$ cat src/core/rsp_pkg.sv
// Shared constants and types of the run/stop power-up selector.
// Assumes a single 125 MHz system clock domain.
package rsp_pkg;

	// ********************
	// Selections
	// ********************
	typedef enum logic [1:0] {
		RSP_PWR_KEEP = 2'b00,
		RSP_PWR_RUN = 2'b01,
		RSP_PWR_STOP = 2'b10
	} rsp_pwr_sel_e;

	typedef enum logic {
		RSP_BK_RUN = 1'b0,
		RSP_BK_STOP = 1'b1
	} rsp_bk_sel_e;

	typedef enum logic [1:0] {
		RSP_ST_SETTLE = 2'b00,
		RSP_ST_DECIDE = 2'b01,
		RSP_ST_RUN = 2'b10,
		RSP_ST_STOP = 2'b11
	} rsp_state_e;

	// ********************
	// Reset values and timing
	// ********************
	localparam logic [1:0] RSP_CFG_PWR_RST = 2'h0;
	localparam logic RSP_CFG_BK_RST = 1'h0;
	localparam logic RSP_CFG_DESIG_RST = 1'h0;
	localparam logic [2:0] RSP_SETTLE_CYC = 3'h5;
	localparam int RSP_SYNC_W = 3;

endpackage

$ cat src/core/rsp_retain.sv
// Retained one-bit store for the start control relay.
// Sits on the backup supply: it has no reset, so its content outlives rst_n.
`timescale 1ns/1ps
`default_nettype none
module rsp_retain
(
	// Clock
	input wire logic clk_sys,
	// Write side
	input wire logic wr_en,
	input wire logic wr_bit,
	// Read side
	output logic rd_bit
);

	logic store_q;

	// No reset on purpose: a reset would wipe the retained value
	always_ff @(posedge clk_sys)
	begin
		if (wr_en)
		begin
			store_q <= wr_bit;
		end
	end

	always_ff @(posedge clk_sys)
	begin
		rd_bit <= store_q;
	end

endmodule
`default_nettype wire

$ cat src/core/rsp_run_stop.sv
// Run/stop decision at power-up and during operation.
// Assumes rst_n marks each power-up; pins are asynchronous, host strobes synchronous.
`timescale 1ns/1ps
`default_nettype none
module rsp_run_stop
	import rsp_pkg::*;
(
	// Clock and reset
	input wire logic clk_sys,
	input wire logic rst_n,
	// Selections from the host, staged until download
	input wire logic [1:0] pwr_sel,
	input wire logic bk_sel,
	input wire logic stop_desig,
	input wire logic reset_desig,
	input wire logic prog_load,
	// Host commands
	input wire logic start_cmd,
	input wire logic stop_cmd,
	// Pins
	input wire logic stop_in,
	input wire logic reset_in,
	input wire logic backup_lost,
	input wire logic cart_fitted,
	// Status
	output logic run_o,
	output logic start_control_relay,
	output logic backup_err,
	output logic [1:0] state_o
);
	import rsp_pkg::*;

	// ********************
	// State
	// ********************
	typedef struct packed {
		rsp_state_e st;
		logic [2:0] cnt;
		logic relay;
		logic flag;
		logic run;
		logic [1:0] cfg_pwr;
		logic cfg_bk;
		logic cfg_stop_en;
		logic cfg_rst_en;
		logic [RSP_SYNC_W-1:0] sync_stop;
		logic [RSP_SYNC_W-1:0] sync_rst;
		logic [RSP_SYNC_W-1:0] sync_bat;
		logic stop_f;
		logic rst_f;
		logic bat_f;
	} rsp_state_s;

	rsp_state_s s_q;
	rsp_state_s s_d;
	logic ret_wr_en;
	logic ret_wr_bit;
	logic ret_rd_bit;
	logic halt;
	logic decided;

	// ********************
	// Retained relay
	// ********************
	rsp_retain u_retain
	(
		.clk_sys(clk_sys),
		.wr_en(ret_wr_en),
		.wr_bit(ret_wr_bit),
		.rd_bit(ret_rd_bit)
	);

	// Designated inputs only; undesignated pins are ignored
	assign halt = (s_q.cfg_stop_en & s_q.stop_f) | (s_q.cfg_rst_en & s_q.rst_f);

	// Cartridge presence never enters the decision
	logic cart_unused;
	assign cart_unused = cart_fitted;

	// ********************
	// Next state
	// ********************
	always_comb
	begin
		s_d = s_q;
		ret_wr_en = 1'b0;
		ret_wr_bit = s_q.relay;
		decided = s_q.relay;

		// Three-stage sync; a change counts once stages two and three agree
		s_d.sync_stop = {s_q.sync_stop[1:0], stop_in};
		s_d.sync_rst = {s_q.sync_rst[1:0], reset_in};
		s_d.sync_bat = {s_q.sync_bat[1:0], backup_lost};
		if (s_q.sync_stop[1] == s_q.sync_stop[2])
		begin
			s_d.stop_f = s_q.sync_stop[2];
		end
		if (s_q.sync_rst[1] == s_q.sync_rst[2])
		begin
			s_d.rst_f = s_q.sync_rst[2];
		end
		if (s_q.sync_bat[1] == s_q.sync_bat[2])
		begin
			s_d.bat_f = s_q.sync_bat[2];
		end

		// Selections are staged and take effect on download
		if (prog_load)
		begin
			s_d.cfg_pwr = pwr_sel;
			s_d.cfg_bk = bk_sel;
			s_d.cfg_stop_en = stop_desig;
			s_d.cfg_rst_en = reset_desig;
		end

		unique case (s_q.st)
			RSP_ST_SETTLE:
			begin
				// Let the pin filters fill before judging the backup state
				s_d.run = 1'b0;
				s_d.cnt = s_q.cnt + 3'h1;
				if (s_q.cnt == RSP_SETTLE_CYC)
				begin
					s_d.st = RSP_ST_DECIDE;
				end
			end
			RSP_ST_DECIDE:
			begin
				if (s_q.bat_f)
				begin
					s_d.flag = 1'b1;
					decided = (s_q.cfg_bk == RSP_BK_RUN);
				end
				else
				begin
					s_d.flag = 1'b0;
					if (s_q.cfg_pwr == RSP_PWR_RUN)
					begin
						decided = 1'b1;
					end
					else if (s_q.cfg_pwr == RSP_PWR_STOP)
					begin
						decided = 1'b0;
					end
					else
					begin
						// Unused code behaves as keep
						decided = ret_rd_bit;
					end
				end
				ret_wr_en = 1'b1;
				ret_wr_bit = decided;
				s_d.relay = decided;
				s_d.run = decided & ~halt;
				s_d.st = (decided & ~halt) ? RSP_ST_RUN : RSP_ST_STOP;
			end
			RSP_ST_RUN, RSP_ST_STOP:
			begin
				// Stop command wins if both arrive together
				if (stop_cmd)
				begin
					decided = 1'b0;
				end
				else if (start_cmd)
				begin
					decided = 1'b1;
				end
				ret_wr_en = start_cmd | stop_cmd;
				ret_wr_bit = decided;
				s_d.relay = decided;
				s_d.run = decided & ~halt;
				s_d.st = (decided & ~halt) ? RSP_ST_RUN : RSP_ST_STOP;
			end
		endcase
	end

	always_ff @(posedge clk_sys or negedge rst_n)
	begin
		if (!rst_n)
		begin
			s_q <= '{st: RSP_ST_SETTLE, cnt: 3'h0, relay: 1'b0, flag: 1'b0, run: 1'b0,
				cfg_pwr: RSP_CFG_PWR_RST, cfg_bk: RSP_CFG_BK_RST,
				cfg_stop_en: RSP_CFG_DESIG_RST, cfg_rst_en: RSP_CFG_DESIG_RST,
				sync_stop: '0, sync_rst: '0, sync_bat: '0,
				stop_f: 1'b0, rst_f: 1'b0, bat_f: 1'b0};
		end
		else
		begin
			s_q <= s_d;
		end
	end

	// ********************
	// Outputs
	// ********************
	assign run_o = s_q.run;
	assign start_control_relay = s_q.relay;
	assign backup_err = s_q.flag;
	assign state_o = s_q.st;
endmodule
`default_nettype wire

$ cat config.mk
export PLATFORM = sky130hd
export DESIGN_NAME = rsp_run_stop
export DESIGN_NICKNAME = d
export VERILOG_FILES = /design/src/core/rsp_pkg.sv /design/src/core/rsp_retain.sv /design/src/core/rsp_run_stop.sv
export SDC_FILE = /design/constraint.sdc
export NUM_CORES = 1
export LEC_CHECK = 0
export BUFFER_PORTS_ARGS = -buffer_cell sky130_fd_sc_hd__buf_2
export CORE_AREA = 5 5 49 51
export CTS_CLUSTER_SIZE = 24
export DETAILED_ROUTE_END_ITERATION = 8
export DIE_AREA = 0 0 54 56
export PLACE_DENSITY = 0.79
export SLEW_MARGIN = 20
export SYNTH_ARGS = -nofsm -noshare
export SYNTH_HDL_FRONTEND = slang
export SYNTH_SLANG_ARGS = --single-unit
$ cat constraint.sdc
create_clock -name clk_sys -period 1.98 [get_ports clk_sys]
set_input_delay 0.099 -clock clk_sys [delete_from_list [all_inputs] [get_ports clk_sys]]
set_output_delay 0.099 -clock clk_sys [all_outputs]
set_load 0.01 [all_outputs]
==> impl_table.tex <==
\begin{tabular}{lr}
\hline
Metric & Value \\
\hline
\multicolumn{2}{l}{\textbf{Run status}} \\
\quad Run status & finished clean \\
\multicolumn{2}{l}{\textbf{Setup path}} \\
\quad Kind of cell adding the most delay to the critical path & flip-flops \\
\quad Combined buffer and inverter count along the critical path & 0 \\
\quad CP max-delay cell & dfrtp\_1 \\
\quad CP Data Arrival Time & 1.39 ns \\
\quad Setup crit end kind & flip-flop \\
\quad Type of element launching the critical path & flip-flop \\
\quad Cell chain of the critical path & or3b\_1 > o31ai\_2 > o211ai\_1 \\
\quad Register-to-register setup slack & roughly 0.66 ns \\
\quad Register-to-Register Path Depth & 3 \\
\quad Worst flop-to-flop path endpoint & u\_retain.store\_q \\
\quad Largest stage delay on the critical path & 0.45 ns \\
\quad Required time reported for the critical path endpoint & 2.04 ns \\
\quad Highest fanout seen on the critical path & 5 \\
\quad Worst path depth & 3 \\
\quad Beginning of the worst register-to-register path & s\_q[0] \\
\quad Class of the most critical setup path & flip-flop to flip-flop \\
\quad Critical path startpoint & s\_q[0] \\
\multicolumn{2}{l}{\textbf{Floorplanning}} \\
\quad Number of rows in the core area & 16 \\
\quad Vert. Die Dim & around 56 um \\
\quad Area enclosed by the die boundary & 3024 um2 \\
\quad Die Wd & around 54 um \\
\quad Core ar. & 1902 um2 \\
\quad Count of pins on the block boundary & 19 \\
\quad Effective utilization at floorplan & between 50\% and 60\% \\
\multicolumn{2}{l}{\textbf{Drt}} \\
\quad Number of violations reported at the end of detailed-routing iteration 0 & 5 \\
\quad Routed wire length & 1566 um \\
\quad Detailed-route via count & 579 \\
\quad First-pass DRT Iterations & 4 \\
\quad Average routed wire per standard cell & 13.05 um \\
\quad DR DRC count & 0 \\
\quad Avg Vias per Cell & a little under 5 \\
\quad Number of antenna-violating nets in the routed design & 0 \\
\multicolumn{2}{l}{\textbf{Synthesis}} \\
\quad Number of flops mapped to enable cells by yosys & 1 \\
\quad Total nets after synthesis & 83 \\
\quad Total of warnings raised by yosys & 0 \\
\quad Count leader, synth & dfrtp\_1 \\
\quad Part of the Yosys area used for sequential elements & 69.50\% \\
\quad Flop and latch count out of synthesis & 27 \\
\quad Cell count after synthesis & 67 \\
\quad Area share of the largest cell type after synthesis & roughly 64\% \\
\quad Total standard cell area after synthesis & 972.2 um2 \\
\quad Synth Flop Type & dfrtp\_1 \\
\quad Largest area contributor in the synthesized netlist & dfrtp\_1 \\
\quad Per-instance average area after synthesis & 14.51 um2 \\
\quad Number of library cell types mapped by synthesis & 22 \\
\quad Share of synthesized registers carrying an async set or reset & 92.59\% \\
\quad Cell types occupying the most area after synthesis & dfrtp\_1 (64\%), mux2\_2 (6.9\%), maj3\_1 (3.1\%) \\
\quad Synth cell count leaders & dfrtp\_1 (25), mux2\_2 (6), nand2\_1 (6) \\
\multicolumn{2}{l}{\textbf{Clock tree}} \\
\quad Post-CTS clock slew at the launch and capture registers of the worst setup and hold paths & 0.13 ns \\
\quad Clock Path Buffers & 2 \\
\quad Worst-Skew Late Latency & 0.31 ns \\
\quad Cell at the root of the clock tree & clkbuf\_4 \\
\quad Clock Sink Count & 27 \\
\quad Resize count post-CTS & 0 \\
\quad Total number of H-tree levels & 1 \\
\quad Number of clock buffers inserted by TritonCTS & 3 \\
\quad CTS tree & built \\
\multicolumn{2}{l}{\textbf{Cells and area}} \\
\quad Area used by sequential logic in the layout & just under 700 um2 \\
\quad \# diodes & 0 \\
\quad Area occupied by multi-input gates & 270.3 um2 \\
\quad Fraction of layout cells with a size suffix above 1 & a little under a third \\
\quad Area growth from synthesis to layout & 20.72\% \\
\quad Final \#Nets & 110 \\
\quad Layout filler cell count & 134 \\
\multicolumn{2}{l}{\textbf{Timing}} \\
\quad Setup TNS Final & 0 ns \\
\quad Number of hold violations in the final report & 0 \\
\quad Achievable Freq & 755.7 MHz \\
\quad Finish-stage setup viols & 0 \\
\quad Slew at the pin closest to its max-slew limit & $\sim$0.53 ns \\
\quad Final number of max-transition violations & 0 \\
\quad Worst setup skew after layout & 0.0005779 ns \\
\quad Slew Limit Headroom & between 60\% and 70\% \\
\quad Setup repair after global routing missed its margin & false \\
\quad Smallest hold slack & 0.02120 ns \\
\quad Min Tclk post-route & 1.323 ns \\
\quad Tcrit/Tclk final & 66.83\% \\
\multicolumn{2}{l}{\textbf{Min path}} \\
\quad Endpoint, Worst Hold & s\_q[14] \\
\quad Hold-critical path depth & 2 \\
\quad Hold crit path type & input port to flip-flop \\
\quad Beginning of the worst hold path & bk\_sel \\
\multicolumn{2}{l}{\textbf{Pwr}} \\
\quad Clock share of power & 24.4\% \\
\quad Proportion of total power due to net switching & 22.49\% \\
\quad Part of the power in combinational logic & a little under a tenth \\
\quad Power per cell area & between 700 and 800 nW/um2 \\
\quad Sequential fraction of design power & between 60\% and 70\% \\
\quad Sw power & $\sim$0.21 mW \\
\quad Internal portion of total power & 0.7125 mW \\
\quad Post-layout total power & 0.9193 mW \\
\quad Largest vdd supply drop & $\sim$440 uV \\
\quad Lkg Pwr & 0.5285 nW \\
\multicolumn{2}{l}{\textbf{Global route}} \\
\quad GRT Residual Overflow & 0 \\
\quad Number of antenna violations at the first check in global routing & 0 \\
\quad Wire length of the first global-routing pass & around 2800 um \\
\quad Number of global-route vias before repair & approximately 660 \\
\quad Pin count of the biggest net entering global routing & 26 \\
\quad Overall track demand over capacity in global routing & 12.88\% \\
\multicolumn{2}{l}{\textbf{Placed design}} \\
\quad Buffers on Ports & 17 \\
\quad GP Congestion & approximately 0.75 \\
\quad Post-DP HPWL & 1081 um \\
\multicolumn{2}{l}{\textbf{Run}} \\
\quad Number of maximum-capacitance constraint violations & 0 \\
\hline
\end{tabular}
[kinds of logic (layout without fill, tap and decap cells)]
kind of cell	after synthesis	after routing	synth area share, %
adders and majority gates	5	5	5.663
and+or+nand+nor	13	13	6.692
AOI/OAI and AO/OA	9	9	6.692
xor gates and xnor gates	2	2	1.802
muxes	6	6	6.949
DFF	27	27	69.50
buffers and inverters	5	31	2.702
[area by class of cell]
| type | instances | area share [%] |
|---|---|---|
| Inverter | 3 | 0.9595 |
| Clock buffer | 3 | 1.919 |
| Multi-Input combinational cell | 35 | 23.03 |
| Sequential cell | 27 | 57.57 |
| Clock inverter | 1 | 0.4264 |
| Timing Repair Buffer | 24 | 13.22 |
| Tap cell | 27 | 2.878 |
[through the flow]
step                      area (um2)  setup WS, ns  util [%]  std cells
after floorplan                972.2        0.7315         -         67
after detailed placement        1076        0.6666     56.58        109
after CTS                       1164        0.6526     61.18        119
after global routing            1174        0.5964     61.71        120
final                           1174        0.6567     61.71        120
after global placement          1076        0.6928     56.58        109
[worst reg2reg max path, delay by kind of cell (launching register included)]
| kind | cells | cell delay (ns) |
|---|---|---|
| and+or+nand+nor | 1 | 0.38 |
| DFF | 1 | 0.45 |
| AOI/OAI and AO/OA | 2 | 0.25 |
[per-layer routing]
layer / wire [um] / share of wire [%] / up-vias / GRT usage (%)
met1: 636 / 41 / 280 / 14.09
met2: 813 / 52 / 18 / 21.45
met5: 0 / 0 / - / 0
met4: 15 / 0.96 / 0 / 6.406
li1: - / - / 279 / -
met3: 100 / 6.4 / 2 / 4.290
[repair_timing]
item / CTS / global route
buffers inserted: 0 / 0
hold buffers: 6 / 1
endpoints found under the hold margin: 30 / 1
[how the worst max path moves through the flow]
stage,to
after CTS,u_retain.store_q
after global routing,u_retain.store_q
after detailed placement,u_retain.store_q
final,u_retain.store_q
after global placement,u_retain.store_q
after floorplan,u_retain.store_q
[flip-flops by register name, summed over array words and instances (netlist names)]
signal / count
backup_err: 1
run_o: 1
s_d: 6
s_q: 14
start_control_relay: 1
state_o: 2
u_retain.rd_bit: 1
u_retain.store_q: 1
[power groups by stage]
stage | clock network, mW | logic, mW | registers [mW]
floorplan | 0 | 0.0392 | 0.619
global placement | 0 | 0.0725 | 0.620
detailed placement | 0 | 0.0757 | 0.621
CTS | 0.235 | 0.0853 | 0.610
global route | 0.251 | 0.0949 | 0.616
finish | 0.224 | 0.0853 | 0.610
[cells in the final DEF (no fill, tap or decap), drive strengths merged, types with 3 or more instances in the layout]
cell type	n
buf	17
maj3	3
clkbuf	3
nor2b	3
dlygate4sd3	7
nand2	6
dfrtp	25
inv	3
mux2	6
(Power assumes the default switching activity.)
